[src/lvsc_regs.vh]
// Register map, field positions and reset values of the supply supervisor
`ifndef LVSC_REGS_VH
`define LVSC_REGS_VH

// ****************
// Byte addresses
// ****************
`define LVSC_ADDR_W 8
`define LVSC_OFF_CTRL1 8'h00
`define LVSC_OFF_CTRL2 8'h04
`define LVSC_OFF_ISTAT 8'h08
`define LVSC_OFF_IMASK 8'h0c
`define LVSC_OFF_STATE 8'h10

// ****************
// First register fields
// ****************
`define LVSC_C1_WFLAG 7
`define LVSC_C1_WACK 6
`define LVSC_C1_WIE 5
`define LVSC_C1_DRE 4
`define LVSC_C1_DSE 3
`define LVSC_C1_DE 2
`define LVSC_C1_REFERENCE_BUFFER_ENABLE 0

// ****************
// Second register fields
// ****************
`define LVSC_C2_DV 5
`define LVSC_C2_WV 4
`define LVSC_C2_PARTIAL_POWERDOWN_FLAG 3
`define LVSC_C2_PARTIAL_POWERDOWN_ACK 2
`define LVSC_C2_PARTIAL_POWERDOWN_CONTROL 0

// ****************
// Reset values
// ****************
`define LVSC_RST_WIE 1'b0
`define LVSC_RST_DRE 1'b1
`define LVSC_RST_DSE 1'b1
`define LVSC_RST_DE 1'b1
`define LVSC_RST_REFERENCE_BUFFER_ENABLE 1'b0
`define LVSC_RST_DV 1'b0
`define LVSC_RST_WV 1'b0
`define LVSC_RST_PARTIAL_POWERDOWN_CONTROL 1'b0

// ****************
// Interrupt status bits
// ****************
`define LVSC_IRQ_W 3
`define LVSC_IRQ_WARN 0
`define LVSC_IRQ_DET 1
`define LVSC_IRQ_PPD 2

// ****************
// Stop state field
// ****************
`define LVSC_ST_W 2

`endif

[src/lvsc_sync.v]
// Two-flop synchroniser for asynchronous comparator levels
`default_nettype none

module lvsc_sync #(
	parameter W = 2
) (
	input wire hclk,
	input wire hresetn,
	input wire [W-1:0] async_in,
	output reg [W-1:0] sync_out
);

reg [W-1:0] meta_q;

// First stage feeds only the second stage
always @(posedge hclk or negedge hresetn) begin
	if (!hresetn) begin
		meta_q <= {W{1'b0}};
		sync_out <= {W{1'b0}};
	end else begin
		meta_q <= async_in;
		sync_out <= meta_q;
	end
end

endmodule // lvsc_sync
`default_nettype wire

[src/lvsc_wonce.v]
// Control bit that accepts only the first write after reset
`default_nettype none

module lvsc_wonce #(
	parameter [0:0] RST = 1'b0
) (
	input wire hclk,
	input wire hresetn,
	input wire wr,
	input wire d,
	output reg q
);

reg locked_q;

always @(posedge hclk or negedge hresetn) begin
	if (!hresetn) begin
		q <= RST;
		locked_q <= 1'b0;
	end else if (wr && !locked_q) begin
		q <= d;
		locked_q <= 1'b1;
	end
end

endmodule // lvsc_wonce
`default_nettype wire

[src/lvsc_top.v]
// Low-voltage supervision and stop-mode control with AHB-Lite registers
//
// Added by the designer: the AHB-Lite slave port and the address map.
`include "lvsc_regs.vh"
`default_nettype none

// Behaviour
// - Warning flag sets while supply below warning
// - Warning ack clears flag only if gone
// - Warning enable raises request while flag set
// - Detect reset enable forces reset when enabled
// - Detect stop enable keeps detect in stop
// - Detect enable gates detect logic and qualifiers
// - Bit zero enables reference buffer
// - Write-once bits take first write only
// - Detect level select picks trip range
// - Warning level select picks point within range
// - Partial power-down flag reads one after stop2
// - Writing ack clears partial power-down flag
// - Power-down control selects stop2 or stop3
module lvsc_top (
	input wire hclk,
	input wire hresetn,
	input wire hsel,
	input wire [31:0] haddr,
	input wire [1:0] htrans,
	input wire hwrite,
	input wire [2:0] hsize,
	input wire [31:0] hwdata,
	input wire hready,
	output reg [31:0] hrdata,
	output reg hreadyout,
	output reg hresp,
	input wire supply_warning_cmp,
	input wire supply_detect_cmp,
	input wire stop_request,
	input wire stop_wakeup,
	output reg supply_warning_irq,
	output reg supply_detect_reset,
	output reg reference_buffer_enable,
	output reg [1:0] trip_select,
	output reg supply_detect_active,
	output reg stop2_active,
	output reg stop3_active,
	output reg irq
);

// ****************
// Stop state codes
// ****************
localparam [`LVSC_ST_W-1:0] ST_RUN = 2'h0;
localparam [`LVSC_ST_W-1:0] ST_STOP3 = 2'h1;
localparam [`LVSC_ST_W-1:0] ST_STOP2 = 2'h2;

// ****************
// Bus phase tracking
// ****************
reg wr_pend_q;
reg rd_pend_q;
reg [`LVSC_ADDR_W-1:0] addr_q;
wire addr_phase;
wire wr_c1;
wire wr_c2;
wire wr_ist;
wire wr_imk;

// Only whole-word transfers reach this slave, so hsize is not decoded
assign addr_phase = hsel && htrans[1] && hready;
assign wr_c1 = wr_pend_q && (addr_q == `LVSC_OFF_CTRL1);
assign wr_c2 = wr_pend_q && (addr_q == `LVSC_OFF_CTRL2);
assign wr_ist = wr_pend_q && (addr_q == `LVSC_OFF_ISTAT);
assign wr_imk = wr_pend_q && (addr_q == `LVSC_OFF_IMASK);

always @(posedge hclk or negedge hresetn) begin
	if (!hresetn) begin
		wr_pend_q <= 1'b0;
		rd_pend_q <= 1'b0;
		addr_q <= {`LVSC_ADDR_W{1'b0}};
	end else begin
		wr_pend_q <= addr_phase && hwrite;
		rd_pend_q <= addr_phase && !hwrite;
		if (addr_phase) begin
			addr_q <= haddr[`LVSC_ADDR_W-1:0];
		end
	end
end

// ****************
// Comparator inputs
// ****************
wire [1:0] cmp_s;
wire warn_s;
wire det_s;

lvsc_sync #(
	.W(2)
) u_sync (
	.hclk(hclk),
	.hresetn(hresetn),
	.async_in({supply_detect_cmp, supply_warning_cmp}),
	.sync_out(cmp_s)
);
assign warn_s = cmp_s[0];
assign det_s = cmp_s[1];

// ****************
// Write-once controls
// ****************
wire supply_detect_reset_enable;
wire supply_detect_enable;
wire supply_detect_level_select;
wire partial_powerdown_control;

lvsc_wonce #(
	.RST(`LVSC_RST_DRE)
) u_wo_dre (
	.hclk(hclk),
	.hresetn(hresetn),
	.wr(wr_c1),
	.d(hwdata[`LVSC_C1_DRE]),
	.q(supply_detect_reset_enable)
);

lvsc_wonce #(
	.RST(`LVSC_RST_DE)
) u_wo_de (
	.hclk(hclk),
	.hresetn(hresetn),
	.wr(wr_c1),
	.d(hwdata[`LVSC_C1_DE]),
	.q(supply_detect_enable)
);

lvsc_wonce #(
	.RST(`LVSC_RST_DV)
) u_wo_dv (
	.hclk(hclk),
	.hresetn(hresetn),
	.wr(wr_c2),
	.d(hwdata[`LVSC_C2_DV]),
	.q(supply_detect_level_select)
);

lvsc_wonce #(
	.RST(`LVSC_RST_PARTIAL_POWERDOWN_CONTROL)
) u_wo_partial_powerdown_control (
	.hclk(hclk),
	.hresetn(hresetn),
	.wr(wr_c2),
	.d(hwdata[`LVSC_C2_PARTIAL_POWERDOWN_CONTROL]),
	.q(partial_powerdown_control)
);

// ****************
// Read/write controls
// ****************
reg low_supply_warning_irq_enable_q;
reg supply_detect_stop_enable_q;
reg reference_buffer_enable_q;
reg supply_warning_level_select_q;
reg [`LVSC_IRQ_W-1:0] imask_q;

always @(posedge hclk or negedge hresetn) begin
	if (!hresetn) begin
		low_supply_warning_irq_enable_q <= `LVSC_RST_WIE;
		supply_detect_stop_enable_q <= `LVSC_RST_DSE;
		reference_buffer_enable_q <= `LVSC_RST_REFERENCE_BUFFER_ENABLE;
		supply_warning_level_select_q <= `LVSC_RST_WV;
		imask_q <= {`LVSC_IRQ_W{1'b0}};
	end else begin
		if (wr_c1) begin
			low_supply_warning_irq_enable_q <= hwdata[`LVSC_C1_WIE];
			supply_detect_stop_enable_q <= hwdata[`LVSC_C1_DSE];
			reference_buffer_enable_q <= hwdata[`LVSC_C1_REFERENCE_BUFFER_ENABLE];
		end
		if (wr_c2) begin
			supply_warning_level_select_q <= hwdata[`LVSC_C2_WV];
		end
		if (wr_imk) begin
			imask_q <= hwdata[`LVSC_IRQ_W-1:0];
		end
	end
end

// ****************
// Stop mode sequencing
// ****************
reg [`LVSC_ST_W-1:0] st_q;
reg [`LVSC_ST_W-1:0] st_d;
wire stop2_wake;

always @* begin
	st_d = st_q;
	case (st_q)
		ST_RUN: begin
			if (stop_request) begin
				st_d = partial_powerdown_control ? ST_STOP2 : ST_STOP3;
			end
		end
		ST_STOP3: begin
			if (stop_wakeup) begin
				st_d = ST_RUN;
			end
		end
		ST_STOP2: begin
			if (stop_wakeup) begin
				st_d = ST_RUN;
			end
		end
		default: begin
			st_d = ST_RUN;
		end
	endcase
end

assign stop2_wake = (st_q == ST_STOP2) && stop_wakeup;

always @(posedge hclk or negedge hresetn) begin
	if (!hresetn) begin
		st_q <= ST_RUN;
	end else begin
		st_q <= st_d;
	end
end

// ****************
// Detect and warning logic
// ****************
wire in_stop;
wire det_live;
wire det_event;
reg low_supply_warning_flag_q;
reg partial_powerdown_flag_q;
reg warn_flag_prev_q;
reg det_prev_q;

assign in_stop = (st_q != ST_RUN);
assign det_live = supply_detect_enable && (!in_stop || supply_detect_stop_enable_q);
assign det_event = det_live && det_s;

always @(posedge hclk or negedge hresetn) begin
	if (!hresetn) begin
		low_supply_warning_flag_q <= 1'b0;
		partial_powerdown_flag_q <= 1'b0;
		warn_flag_prev_q <= 1'b0;
		det_prev_q <= 1'b0;
	end else begin
		warn_flag_prev_q <= low_supply_warning_flag_q;
		det_prev_q <= det_event;
		if (warn_s) begin
			low_supply_warning_flag_q <= 1'b1;
		end else if (wr_c1 && hwdata[`LVSC_C1_WACK]) begin
			low_supply_warning_flag_q <= 1'b0;
		end
		if (stop2_wake) begin
			partial_powerdown_flag_q <= 1'b1;
		end else if (wr_c2 && hwdata[`LVSC_C2_PARTIAL_POWERDOWN_ACK]) begin
			partial_powerdown_flag_q <= 1'b0;
		end
	end
end

// ****************
// Interrupt status
// ****************
reg [`LVSC_IRQ_W-1:0] istat_q;
wire [`LVSC_IRQ_W-1:0] ev;

assign ev[`LVSC_IRQ_WARN] = low_supply_warning_flag_q && !warn_flag_prev_q;
assign ev[`LVSC_IRQ_DET] = det_event && !det_prev_q;
assign ev[`LVSC_IRQ_PPD] = stop2_wake;

// Set wins over a same-cycle write-one clear
always @(posedge hclk or negedge hresetn) begin
	if (!hresetn) begin
		istat_q <= {`LVSC_IRQ_W{1'b0}};
	end else if (wr_ist) begin
		istat_q <= ev | (istat_q & ~hwdata[`LVSC_IRQ_W-1:0]);
	end else begin
		istat_q <= istat_q | ev;
	end
end

// ****************
// Registered outputs
// ****************
always @(posedge hclk or negedge hresetn) begin
	if (!hresetn) begin
		supply_warning_irq <= 1'b0;
		supply_detect_reset <= 1'b0;
		reference_buffer_enable <= 1'b0;
		trip_select <= 2'h0;
		supply_detect_active <= 1'b0;
		stop2_active <= 1'b0;
		stop3_active <= 1'b0;
		irq <= 1'b0;
	end else begin
		supply_warning_irq <= low_supply_warning_irq_enable_q && low_supply_warning_flag_q;
		supply_detect_reset <= det_event && supply_detect_reset_enable;
		reference_buffer_enable <= reference_buffer_enable_q;
		trip_select <= {supply_detect_level_select, supply_warning_level_select_q};
		supply_detect_active <= det_live;
		stop2_active <= (st_d == ST_STOP2);
		stop3_active <= (st_d == ST_STOP3);
		irq <= |(istat_q & imask_q);
	end
end

// ****************
// Read path
// ****************
reg [31:0] rdata_d;

// Unmapped addresses read zero
always @* begin
	rdata_d = 32'h0000_0000;
	if (addr_q == `LVSC_OFF_CTRL1) begin
		rdata_d[`LVSC_C1_WFLAG] = low_supply_warning_flag_q;
		rdata_d[`LVSC_C1_WIE] = low_supply_warning_irq_enable_q;
		rdata_d[`LVSC_C1_DRE] = supply_detect_reset_enable;
		rdata_d[`LVSC_C1_DSE] = supply_detect_stop_enable_q;
		rdata_d[`LVSC_C1_DE] = supply_detect_enable;
		rdata_d[`LVSC_C1_REFERENCE_BUFFER_ENABLE] = reference_buffer_enable_q;
	end else if (addr_q == `LVSC_OFF_CTRL2) begin
		rdata_d[`LVSC_C2_DV] = supply_detect_level_select;
		rdata_d[`LVSC_C2_WV] = supply_warning_level_select_q;
		rdata_d[`LVSC_C2_PARTIAL_POWERDOWN_FLAG] = partial_powerdown_flag_q;
		rdata_d[`LVSC_C2_PARTIAL_POWERDOWN_CONTROL] = partial_powerdown_control;
	end else if (addr_q == `LVSC_OFF_ISTAT) begin
		rdata_d[`LVSC_IRQ_W-1:0] = istat_q;
	end else if (addr_q == `LVSC_OFF_IMASK) begin
		rdata_d[`LVSC_IRQ_W-1:0] = imask_q;
	end else if (addr_q == `LVSC_OFF_STATE) begin
		rdata_d[`LVSC_ST_W-1:0] = st_q;
	end
end

// Reads take one wait state so a write just before is visible
always @(posedge hclk or negedge hresetn) begin
	if (!hresetn) begin
		hrdata <= 32'h0000_0000;
		hreadyout <= 1'b1;
		hresp <= 1'b0;
	end else begin
		hresp <= 1'b0;
		if (addr_phase && !hwrite) begin
			hreadyout <= 1'b0;
		end else if (rd_pend_q) begin
			hreadyout <= 1'b1;
			hrdata <= rdata_d;
		end else begin
			hreadyout <= 1'b1;
		end
	end
end

endmodule // lvsc_top
`default_nettype wire

[config.mk]
export PLATFORM = sky130hd
export DESIGN_NAME = lvsc_top
export DESIGN_NICKNAME = d
export VERILOG_FILES = /design/src/lvsc_sync.v /design/src/lvsc_wonce.v /design/src/lvsc_top.v
export VERILOG_INCLUDE_DIRS = /design/src
export SDC_FILE = /design/constraint.sdc
export NUM_CORES = 1
export LEC_CHECK = 0
export CELL_PAD_IN_SITES_DETAIL_PLACEMENT = 1
export CELL_PAD_IN_SITES_GLOBAL_PLACEMENT = 1
export CORE_MARGIN = 1.5
export CORE_UTILIZATION = 30
export CTS_CLUSTER_SIZE = 14
export DETAILED_ROUTE_END_ITERATION = 10
export DONT_BUFFER_PORTS = 1
export MAX_ROUTING_LAYER = met4
export PLACE_DENSITY_LB_ADDON = 0.1
export SLEW_MARGIN = 15
export SYNTH_ARGS = -nofsm -noshare
export SYNTH_HDL_FRONTEND = slang
export SYNTH_HIERARCHICAL = 1
export SYNTH_SLANG_ARGS = --single-unit
[constraint.sdc]
create_clock -name hclk -period 2.1 [get_ports hclk]
set_input_delay 0.42 -clock hclk [delete_from_list [all_inputs] [get_ports hclk]]
set_output_delay 0.42 -clock hclk [all_outputs]
set_load 0.01 [all_outputs]
Yosys cells after proc, flatten, opt, wreduce, memory -nomap -nowiden
Cells that the tools add are included.
{"block": "totals", "in_bits": 78, "reg_bits": 55, "out_inout_bits": 43, "elab_cells": 107}
{"block": "op_classes", "eq_ne": 8, "n_reduce_logical": 38, "n_mux": 21, "bitwise_logic": 6}
{"op": "1-bit logical AND", "n": 21}
{"op": "8-bit by 4-bit == test with 1-bit output (second input constant)", "n": 2}
{"op": "2-bit two-way mux", "n": 6}
{"op": "1-bit two-way mux", "n": 10}
{"op": "3-bit two-way mux", "n": 3}
{"op": "8-bit by 3-bit == test with 1-bit output (second input constant)", "n": 1}
{"op": "8-bit by 5-bit == test with 1-bit output (second input constant)", "n": 1}
{"op": "1-bit logical NOT", "n": 8}
{"op": "8-bit logical NOT", "n": 1}
{"op": "3-bit bitwise AND", "n": 2}
{"op": "3-bit OR", "n": 2}
{"op": "2-bit nonzero test", "n": 3}
{"op": "2-bit by 1-bit == test with 1-bit output (second input constant)", "n": 2}
{"op": "2-bit == test (second input constant)", "n": 2}
{"op": "4-bit two-way mux", "n": 1}
{"op": "2-bit case mux with 2 select lines", "n": 1}
{"op": "3-bit inverter", "n": 1}
{"op": "3-bit OR reduction", "n": 1}
{"op": "2-bit logical NOT", "n": 1}
{"op": "2-bit AND reduction", "n": 1}
{"op": "2-bit OR reduction", "n": 1}
{"op": "1-bit logical OR", "n": 1}
{"op": "1-bit inverter", "n": 1}

Longest topological paths before layout
Gate-level depths: netlist (run 1).
{"block": "depth", "ltp_word": 8, "depth_mapped": 7}

By module
The synthesis (run 1) kept the hierarchy.
{"mod": "lvsc_top", "seq_area_each_um2": 1078.5, "n_inst": 1, "area_each_um2": 2016.9, "cells_each": 171}
{"mod": "lvsc_wonce at u_wo_de ...", "seq_area_each_um2": 51.3, "n_inst": 2, "area_each_um2": 86.3, "cells_each": 5}
{"mod": "lvsc_wonce at u_wo_dv ...", "seq_area_each_um2": 50.0, "n_inst": 2, "area_each_um2": 85.1, "cells_each": 5}
{"mod": "lvsc_sync", "seq_area_each_um2": 100.1, "n_inst": 1, "area_each_um2": 100.1, "cells_each": 4}

Least setup slack after synthesis (run 1)
Ideal clock, no wire load.
{"block": "synth_path", "path_type": "reg2reg", "start": "register addr_q[7]", "end": "register u_wo_dv.q", "required_ps": 1975, "n_path_buf": 1, "stages_incl_launch_ff": 7, "t_arrival_ps": 1626, "slack_ps": 349, "cell_sequence": "dfrtp_1 -> nor4_4 -> and3_1 -> buf_6 -> and3b_4 -> nor2b_4 -> mux2_4"}
{"block": "synth_via", "elab_chain_len": 3}
{"item": "from (decl)", "line_no": "lvsc_top.v:60", "text": "reg [`LVSC_ADDR_W-1:0] addr_q;"}
{"item": "from (signal assigned)", "line_no": "lvsc_top.v:78", "text": "addr_q <= {`LVSC_ADDR_W{1'b0}};"}
{"item": "from (signal assigned)", "line_no": "lvsc_top.v:83", "text": "addr_q <= haddr[`LVSC_ADDR_W-1:0];"}
{"item": "8-bit by 3-bit == test with 1-bit output (no source line)"}
{"item": "1-bit logical AND", "line_no": "lvsc_top.v:70", "text": "assign wr_c2 = wr_pend_q && (addr_q == `LVSC_OFF_CTRL2);"}
{"item": "net wr_c2", "line_no": "lvsc_top.v:63", "text": "wire wr_c2;"}
{"item": "1-bit logical AND", "line_no": "lvsc_wonce.v:20", "text": "end else if (wr && !locked_q) begin"}
{"item": "to (signal assigned)", "line_no": "lvsc_wonce.v:18", "text": "q <= RST;"}
{"item": "to (signal assigned)", "line_no": "lvsc_wonce.v:21", "text": "q <= d;"}
{"item": "to (decl)", "line_no": "lvsc_wonce.v:11", "text": "output reg q"}
The timed path passes the listed nets, and every way through them passes these cells.
A chain may end at the register's enable or synchronous reset.

Worst setup path after layout (run 1)
Ends and elaborated chain as after synthesis.

==> run metrics, run 1 <==
slowest CP cell dfrtp_1; hold path cells 0; Slew HR approximately 65%; Reg-to-Reg End u_wo_dv/q; fin crit share 88.01%; critical path cell sequence nor4_4, and3_1, and3b_4, nor2b_4, mux2_4; CP max FO 6; Worst setup SP type flip-flop; Starting Density between 30% and 40%; Setup Crit Path Kind flip-flop to flip-flop; Clock Pin Slew Worst Setup and Hold Paths around 0.1 ns; Setup crit end kind flip-flop; leakage 1.212 nW; DR vias/cell about 4.5; clock sinks 55; Hold Crit Class input port to flip-flop; synth warn 6; nets approximately 290; Num CTS Buffers 5; WL final 5004 um; Worst-Margin Slew 0.5290 ns; # diodes 0; synthesized instance count 195; gr ovfl total 0; Unique masters post-synth 43; number of synthesized flops with an enable pin 0; slack of the worst reg-to-reg path 0.25 ns; Fill cells approximately 900; Post-Syn Area 2460 um^2; Fin. Hold Viols 0; Avg WL per Cell 16.25 um; drc violations 0; # setup viols final 0; Rows 32; critical hold path startpoint supply_warning_cmp; register area share after synthesis between 50% and 60%; pwr dens 850.3 nW/um^2; R2R Path Start addr_q[7]; Hold Path Sink u_sync/meta_q[0]; main flop type after synthesis dfrtp_1; CTS tree done; dpl hpwl roughly 3700 um; number of global-route vias before repair 1543; DRT Pass-1 Iters 4; FFs w/ async S/R, synth 100.0%; Req. time, crit path ~2.3 ns; min cycle time layout 1.848 ns; Die Y-Extent slightly above 90 um; CORE AREA 7848 um^2; layout cells sized above 1 24.76%; Max H-tree Level 2; Setup TNS 0 ns; post-synthesis register bit count 55; Post-CTS Resized 0; Syn Area/Cell 12.61 um^2; CP Data Arrival Time 2.04 ns; final max-slew violation count 0; I/O Pins between 100 and 150; largest net degree at the start of global routing 56; slowest stage delay, CP 0.42 ns; FF-to-FF path depth 5; clk root buf clkbuf_8; area of the multi-input gates 914.6 um^2; die width approximately 94 um; Worst Skew 0.008968 ns; via count approximately 1.4k; Clock Latency Late Sink 0.31 ns; largest buffer count on any clock path 2; initial antenna violation count 0; RSZ-0062 raised after global routing false; Buffers on Ports 0; total of max-cap violations 0; outcome completed; DRT iter0 DRCs a little under 70; post-route antenna net violation count 0; first-pass GRT wire length 8052 um; flip-flop and latch area 1381 um^2; Layout area overhead 7.019%; fmax about 540 MHz; gpl congestion 0.7506; VDD IR max 0.0002556 V; Crit path max-delay family simple AND/OR/NAND/NOR gates; final core area utilization 33.55%; WP buf/inv 0; GRT Util Overall 12.63%; die area 8752 um^2
==> worst reg2reg max path: stages (launching register included) <==
cell and delay (ns):
dfrtp_1 0.42, nor4_4 0.32, and3_1 0.27, and3b_4 0.27
nor2b_4 0.16, mux2_4 0.29
==> cell type report <==
class / count / area share, %
flip-flops and latches: 55 / 52.47
multi-input cells: 125 / 34.74
well taps: 102 / 4.848
repair buffers: 8 / 3.137
clock buffers: 5 / 2.614
inverters: 10 / 1.426
clock inverters: 3 / 0.7605
==> flip-flops by register name, summed over array words and instances, names as in the netlist, 2 cells and up <==
signal	cells
addr_q	8
hrdata	7
imask_q	3
istat_q	3
st_q	2
trip_select	2
u_sync/meta_q	2
u_sync/sync_out	2
==> cell usage in the layout (no fill, tap or decap), drive strengths merged, types with 2 or more instances in the layout <==
cell      count
or2           4
dfrtp        51
nor2b         7
clkinvlp      2
or3           2
clkbuf        5
a22o          4
mux2i         4
conb         26
o21ai         5
nor3b         2
nand2         9
a21oi         3
dfstp         4
and2          2
nand2b        3
and3          2
a32oi         2
ha            3
buf           7
mux2         21
nor2          7
o21a          2
inv          10
nand3         6
==> cells in the mapped netlist (2+ instances only) <==
library cell	instances	area [um^2]
dfrtp_1	51	1276
buf_4	26	195.2
mux2_2	16	180.2
inv_1	10	37.54
nand2_1	8	30.03
nor2_1	7	26.28
nand3_1	5	25.02
a22o_1	4	35.03
dfstp_2	4	105.1
mux2_4	4	60.06
mux2i_1	4	40.04
nor2b_4	4	55.05
o21ai_0	4	20.02
or2_2	4	25.02
a21oi_1	3	15.01
ha_1	3	37.54
nand2b_1	3	18.77
nor2b_1	3	18.77
a32oi_1	2	17.52
and2_1	2	12.51
and3_1	2	12.51
buf_2	2	10.01
nor3b_1	2	15.01
o21a_1	2	15.01
or3_1	2	12.51
==> stage by stage <==
step	setup WS, ns	power, mW	hold WS, ns	cell area, um^2	cells
2_1_floorplan	0.3490	1.589	0.1244	2554	220
3_3_place_gp	0.2690	1.639	0.1258	2506	298
3_5_place_dp	0.2485	1.657	0.1258	2506	298
4_1_cts	0.2222	2.292	0.1128	2633	308
5_1_grt	0.1812	2.386	0.09519	2633	308
6_report	0.2517	2.239	0.1286	2633	308
==> logic make-up after synthesis <==
| family | after synthesis | share of synthesized area [%] |
|---|---|---|
| and+or+nand+nor | 46 | 12.56 |
| other | 1 | 0.1524 |
| adders and majority gates | 3 | 1.526 |
| muxes | 25 | 11.85 |
| AOI/OAI and AO/OA | 25 | 7.274 |
| DFF | 55 | 56.15 |
| buffers and inverters | 40 | 10.48 |
==> worst max-delay path by stage <==
stage                          from                          endpoint  slack (ns)  depth (start not counted)
after global placement    addr_q[7]  u_wo_partial_powerdown_control/q        0.27                          5
after global routing      addr_q[7]                         u_wo_dv/q        0.18                          5
final                     addr_q[7]                         u_wo_dv/q        0.25                          5
after CTS                 addr_q[7]                         u_wo_dv/q        0.22                          5
after floorplan           addr_q[7]                         u_wo_dv/q        0.35                          6
after detailed placement  addr_q[7]                         u_wo_dv/q        0.25                          5
==> routing by layer <==
| layer | routed length (um) | vias up | global-route usage [%] |
|---|---|---|---|
| met3 | 218 | 7 | 3.415 |
| met2 | 2484 | 45 | 19.87 |
| li1 | - | 632 | - |
| met1 | 2212 | 711 | 15.55 |
| met5 | 0 | - | - |
| met4 | 89 | 0 | 4.726 |
==> power by group <==
group | leakage (nW) | internal (mW) | switching [mW]
Sequential | 0.682 | 1.18 | 0.124
Clock | 0.0402 | 0.233 | 0.352
Combinational | 0.490 | 0.162 | 0.184
Total | 1.21 | 1.58 | 0.659
==> what timing repair did <==
item	CTS	global route
buffers inserted	0	0
hold endpoints to repair	55	0
hold buffers	2	0
Note: power is estimated with default switching activity, not from simulation.
==> inputs of run 2 (changes only) <==
- SYNTH_HIERARCHICAL: 1 -> not set
==> run metrics, run 2 <==
DR vias/cell 4.748 (was 4.529); GRT Util Overall 13.39% (was 12.63%); largest net degree at the start of global routing 56 (unchanged); Fill cells 887 (was 902); Hold Crit Class input port to flip-flop (unchanged); Fin Hold WS 0.1301 ns (was 0.1286 ns); # setup viols final 0 (unchanged); top cells by area, synth dfrtp_1, mux2_2, buf_4 (was dfrtp_1, buf_4, mux2_2); RSZ-0062 raised after global routing false (unchanged); register area share after synthesis 55.70% (was 56.15%); postcts setup bufs 0 (unchanged); leading cell type in the layout, fill and taps excluded dfrtp_1 (unchanged); Starting Density 31.60% (was 31.35%); Req. time, crit path 2.30 ns (was 2.29 ns); post-route antenna net violation count 0 (unchanged); Setup crit end kind flip-flop (unchanged); final max-slew violation count 0 (unchanged); gr ovfl total 0 (unchanged); nets 288 (was 286); post-synthesis register bit count 55 (unchanged); Syn Area/Cell 12.59 um^2 (was 12.61 um^2); Reg-to-Reg End low_supply_warning_irq_enable_q (was u_wo_dv/q); WL final 5358 um (was 5004 um); DRT iter0 DRCs 90 (was 69); CP max FO 6 (unchanged); Worst setup SP type flip-flop (unchanged); Rows 32 (unchanged); largest registers addr_q (8), hrdata (7) (unchanged); Max H-tree Level 2 (unchanged); slowest stage delay, CP 0.52 ns (was 0.42 ns); die area 8821 um^2 (was 8752 um^2); dpl hpwl 4036 um (was 3688 um); Worst Skew 0.005270 ns (was 0.008968 ns); Setup Crit Path Kind flip-flop to flip-flop (unchanged); clock sinks 55 (unchanged); most frequent cell after synthesis dfrtp_1 (unchanged); number of global-route vias before repair 1572 (was 1543); main flop type after synthesis dfrtp_1 (unchanged); commonest cells after routing, fill and taps aside dfrtp_1, conb_1, mux2_2, inv_1, nor2b_1 (was dfrtp_1, conb_1, mux2_2, inv_1, nand2_1); Unique masters post-synth 43 (unchanged); top cell type's share of synthesized area 51.46% (was 51.88%); post-route setup slack 0.2748 ns (was 0.2517 ns); clk root buf clkbuf_8 (unchanged); Reg with most FFs addr_q (unchanged); Num CTS Buffers 5 (unchanged); Post-Syn Area 2480 um^2 (was 2460 um^2); drc violations 0 (unchanged); initial antenna violation count 0 (unchanged); slowest CP cell or3_1 (was dfrtp_1); outcome completed (unchanged); layout cells sized above 1 21.15% (was 24.76%); first-pass GRT wire length 8625 um (was 8052 um); VDD IR max 0.0003113 V (was 0.0002556 V); critical path endpoint low_supply_warning_irq_enable_q (was u_wo_dv/q); critical path cell sequence or3b_4, or3_1, mux2_4 (was nor4_4, and3_1, and3b_4, nor2b_4, mux2_4); total of max-cap violations 0 (unchanged); CP Data Arrival Time 2.03 ns (was 2.04 ns); DP Area 2517 um^2 (was 2506 um^2); min cycle time layout 1.825 ns (was 1.848 ns); R2R Path Start addr_q[6] (was addr_q[7]); crit path launch addr_q[6] (was addr_q[7]); # diodes 0 (unchanged); die width 93.92 um (was 93.55 um); Buffers on Ports 0 (unchanged); FFs w/ async S/R, synth 100.0% (unchanged); CORE AREA 7848 um^2 (unchanged); synthesized instance count 197 (was 195); Clock Latency Late Sink 0.31 ns (about the same); Avg WL per Cell 17.28 um (was 16.25 um); DRT Pass-1 Iters 4 (unchanged); fin crit share 86.92% (was 88.01%); top cells by instance count after synthesis dfrtp_1, buf_4, mux2_2 (unchanged); Layout area overhead 6.610% (was 7.019%); slack of the worst reg-to-reg path 0.27 ns (was 0.25 ns); Setup TNS 0 ns (unchanged); Fin. Hold Viols 0 (unchanged); max reg flops 8 (unchanged); Post-CTS Resized 0 (unchanged); FF-to-FF path depth 3 (was 5); leakage 1.173 nW (was 1.212 nW); largest buffer count on any clock path 2 (unchanged); fin area 2644 um^2 (was 2633 um^2); pwr dens 852.4 nW/um^2 (was 850.3 nW/um^2); via count 1472 (was 1395); area leader, netlist dfrtp_1 (unchanged); gpl congestion 0.7555 (was 0.7506); I/O Pins 121 (unchanged); synth warn 0 (was 6); Die Y-Extent 93.92 um (was 93.55 um); fmax 547.9 MHz (was 541.1 MHz); Clock Pin Slew Worst Setup and Hold Paths 0.10 ns (about the same); hold buffers post-CTS 2 (unchanged); CTS tree done (unchanged); post-place setup slack 0.2544 ns (was 0.2485 ns); number of synthesized flops with an enable pin 0 (unchanged)
[run 2: changes by cell type in the layout (fill, tap and decap cells not counted), moves of 4 or more]
cell,before,now
nand2_1,8,4
nand4_1,0,6
nor2b_4,4,0
nor2b_1,3,7
or2_2,4,0
o2bb2ai_1,0,4
[run 2: worst min-delay path by stage]
stage,startpoint,end,slack [ns],depth (start not counted)
6_report,supply_warning_cmp,u_sync.meta_q[0],0.13,0
5_1_grt,supply_detect_cmp,u_sync.meta_q[1],0.11,0
4_1_cts,supply_warning_cmp,u_sync.meta_q[0],0.12,0
3_5_place_dp,hresetn,trip_select[1],0.13,0
3_3_place_gp,hresetn,low_supply_warning_flag_q,0.13,0
2_1_floorplan,hresetn,addr_q[0],0.12,0
[run 2: final cells by class]
class	count	area, um^2	share of cell area, %
multi-input combinational	128	933.4	35.31
sequential	55	1381	52.25
inverter	10	37.54	1.420
tap	102	127.6	4.827
clock inverter	3	20.02	0.7572
timing repair buffer	7	75.07	2.840
clock buffer	5	68.82	2.603
[run 2: critical path, delay by kind of cell, from the launching register on]
family / cells / cell delay (ns)
simple gates: 2 / 0.94
flops: 1 / 0.43
mux: 1 / 0.35
[run 2: where the power goes]
part           leakage, nW  switching (mW)  internal [mW]
logic                0.474           0.221          0.180
registers            0.659          0.0936           1.17
clock network       0.0402           0.358          0.233
[run 2: kinds of logic (layout without fill, tap and decap cells)]
kind of cell    count (synthesis)  count (layout)  share of synthesized area [%]
fa+ha+maj                       3               3                          1.514
simple gates                   48              48                          12.06
compound gates                 26              26                          8.477
mux                            25              25                          11.66
other cells                     1              26                         0.1512
flops                          55              55                          55.70
buf+inv                        39              25                          10.44
[run 2: per-layer routing]
layer,GRT usage (%),vias up,wire length (um)
met1,16.36,757,2293
li1,-,668,-
met2,22.52,42,2776
met3,2.994,5,231
met5,-,-,0
met4,3.358,0,57
[run 2: per-stage QoR]
stage                     std cells  util (%)  power [mW]
after floorplan                 222         -       1.580
after global placement          300     32.08       1.635
after detailed placement        300     32.08       1.659
after CTS                       310     33.69       2.294
after global routing            310     33.69       2.382
final                           310     33.69       2.254
==> inputs of run 3 (changes only) <==
- GPL_TIMING_DRIVEN: not set -> 0
==> run metrics, run 3 (same netlist as run 2, synthesis figures left out) <==
leading cell type in the layout, fill and taps excluded dfrtp_1 (unchanged); via count 1496 (was 1472); Setup TNS 0 ns (unchanged); Reg with most FFs addr_q (unchanged); CTS tree done (unchanged); leakage 1.326 nW (was 1.173 nW); post-place setup slack 0.04915 ns (was 0.2544 ns); Clock Pin Slew Worst Setup and Hold Paths 0.10 ns (about the same); nets 312 (was 288); slack of the worst reg-to-reg path 0.30 ns (was 0.27 ns); WL final 5191 um (was 5358 um); Fin Hold WS 0.1317 ns (was 0.1301 ns); critical path cell sequence or3_4, or3_1, buf_6, mux2_4 (was or3b_4, or3_1, mux2_4); Clock Latency Late Sink 0.30 ns (was 0.31 ns); Buffers on Ports 0 (unchanged); gr ovfl total 0 (unchanged); die area 8821 um^2 (unchanged); Rows 32 (unchanged); postcts setup bufs 0 (unchanged); outcome completed (unchanged); RSZ-0062 raised after global routing false (unchanged); pwr dens 840.9 nW/um^2 (was 852.4 nW/um^2); number of global-route vias before repair 1557 (was 1572); DR vias/cell 4.479 (was 4.748); GRT Util Overall 13.10% (was 13.39%); Req. time, crit path 2.30 ns (about the same); max reg flops 8 (unchanged); first-pass GRT wire length 8445 um (was 8625 um); post-route antenna net violation count 0 (unchanged); fmax 555.2 MHz (was 547.9 MHz); placed insts 324 (was 300); CP Data Arrival Time 2.00 ns (was 2.03 ns); Slew HR 62.34%; Die Y-Extent 93.92 um (unchanged); drc violations 0 (unchanged); Post-Layout Cell Count 334 (was 310); post-route setup slack 0.2987 ns (was 0.2748 ns); Setup crit end kind flip-flop (unchanged); DRT iter0 DRCs 74 (was 90); largest registers addr_q (8), hrdata (7) (unchanged); Worst setup SP type flip-flop (unchanged); die width 93.92 um (unchanged); slowest stage delay, CP 0.49 ns (was 0.52 ns); CORE AREA 7848 um^2 (unchanged); Worst Skew 0.005013 ns (was 0.005270 ns); VDD IR max 0.0003160 V (was 0.0003113 V); Num CTS Buffers 5 (unchanged); min cycle time layout 1.801 ns (was 1.825 ns); gpl congestion 0.7245 (was 0.7555); Starting Density 31.60% (unchanged); clk root buf clkbuf_8 (unchanged); layout cells sized above 1 29.74% (was 21.15%); largest buffer count on any clock path 2 (unchanged); Worst-Margin Slew around 0.56 ns; I/O Pins 121 (unchanged); commonest cells after routing, fill and taps aside dfrtp_1, buf_4, conb_1, mux2_2, inv_1 (was dfrtp_1, conb_1, mux2_2, inv_1, nor2b_1); initial antenna violation count 0 (unchanged); CP max FO 7 (was 6); Fin. Hold Viols 0 (unchanged); total of max-cap violations 0 (unchanged); dpl hpwl 3865 um (was 4036 um); fin crit share 85.77% (was 86.92%); Setup Crit Path Kind flip-flop to flip-flop (unchanged); Max H-tree Level 2 (unchanged); Layout area overhead 15.59% (was 6.610%); clock sinks 55 (unchanged); # diodes 0 (unchanged); DRT Pass-1 Iters 4 (unchanged); Fill cells 893 (was 887); # setup viols final 0 (unchanged); Avg WL per Cell 15.54 um (was 17.28 um); Hold Crit Class input port to flip-flop (unchanged); final max-slew violation count 0 (unchanged); slowest CP cell dfrtp_1 (was or3_1); largest net degree at the start of global routing 56 (unchanged); final core area utilization 36.53% (was 33.69%)
-- run 3: changes by cell type in the layout (fill, tap and decap cells not counted) --
| cell | delta |
|---|---|
| nor3_1 | -1 |
| clkbuf_8 | +1 |
| clkinvlp_4 | -2 |
| bufinv_16 | +1 |
| nor3b_1 | -1 |
| nor3_2 | +1 |
| buf_6 | +2 |
| nor3b_2 | +1 |
| buf_4 | +21 |
| clkbuf_1 | +1 |
-- run 3: final timing paths --
| check | start | endpoint | depth (start not counted) |
|---|---|---|---|
| max reg2reg | addr_q[4] | low_supply_warning_irq_enable_q | 4 |
| min reg2reg | u_sync.meta_q[1] | u_sync.sync_out[1] | 0 |
| max | addr_q[4] | low_supply_warning_irq_enable_q | 4 |
| min in group asynchronous | hresetn | low_supply_warning_flag_q | 2 |
| min | supply_warning_cmp | u_sync.meta_q[0] | 0 |
| max in group asynchronous | hresetn | u_wo_dre.q | 2 |
-- run 3: cell type report --
type | instances | area [um^2] | area share (%)
sequential | 55 | 1381 | 48.19
multi-input combinational | 128 | 943.4 | 32.91
buffer | 29 | 221.5 | 7.726
tap | 102 | 127.6 | 4.452
clock buffer | 6 | 82.58 | 2.881
timing repair buffer | 2 | 37.54 | 1.309
inverter | 10 | 37.54 | 1.309
clock inverter | 2 | 35.03 | 1.222
-- run 3: metal layers --
layer  up-vias  routed length (um)  part of all wire, %  global-route usage (%)
li1        710                   -                    -                       -
met1       748                2380                   46                   17.13
met2        38                2524                   49                   19.99
met3         0                 286                  5.5                   3.803
met4         0                   0                    0                   3.358
met5         -                   0                    0                       -
-- run 3: where the power goes --
group,leakage (nW),internal [mW],switching (mW)
combinational,0.606,0.203,0.202
clock,0.0612,0.386,0.341
sequential,0.659,1.17,0.110
-- run 3: worst max-delay path: cells and delay by family, from the launching register on --
family,cells,cell delay [ns]
buffers and inverters,1,0.15
AND/OR/NAND/NOR,2,0.77
flip-flops,1,0.49
multiplexers,1,0.29
-- run 3: through the flow --
stage               area, um^2  power, mW
floorplan                 2574      1.580
global placement          2701      1.669
detailed placement        2701      1.677
CTS                       2856      2.449
global route              2867      2.554
finish                    2867      2.410
-- run 3: what timing repair did --
item                       in CTS  in global routing
setup endpoints to repair       0                  5
hold buffers                    2                  0
hold endpoints to repair       55                  0
gates resized for setup         0                  2
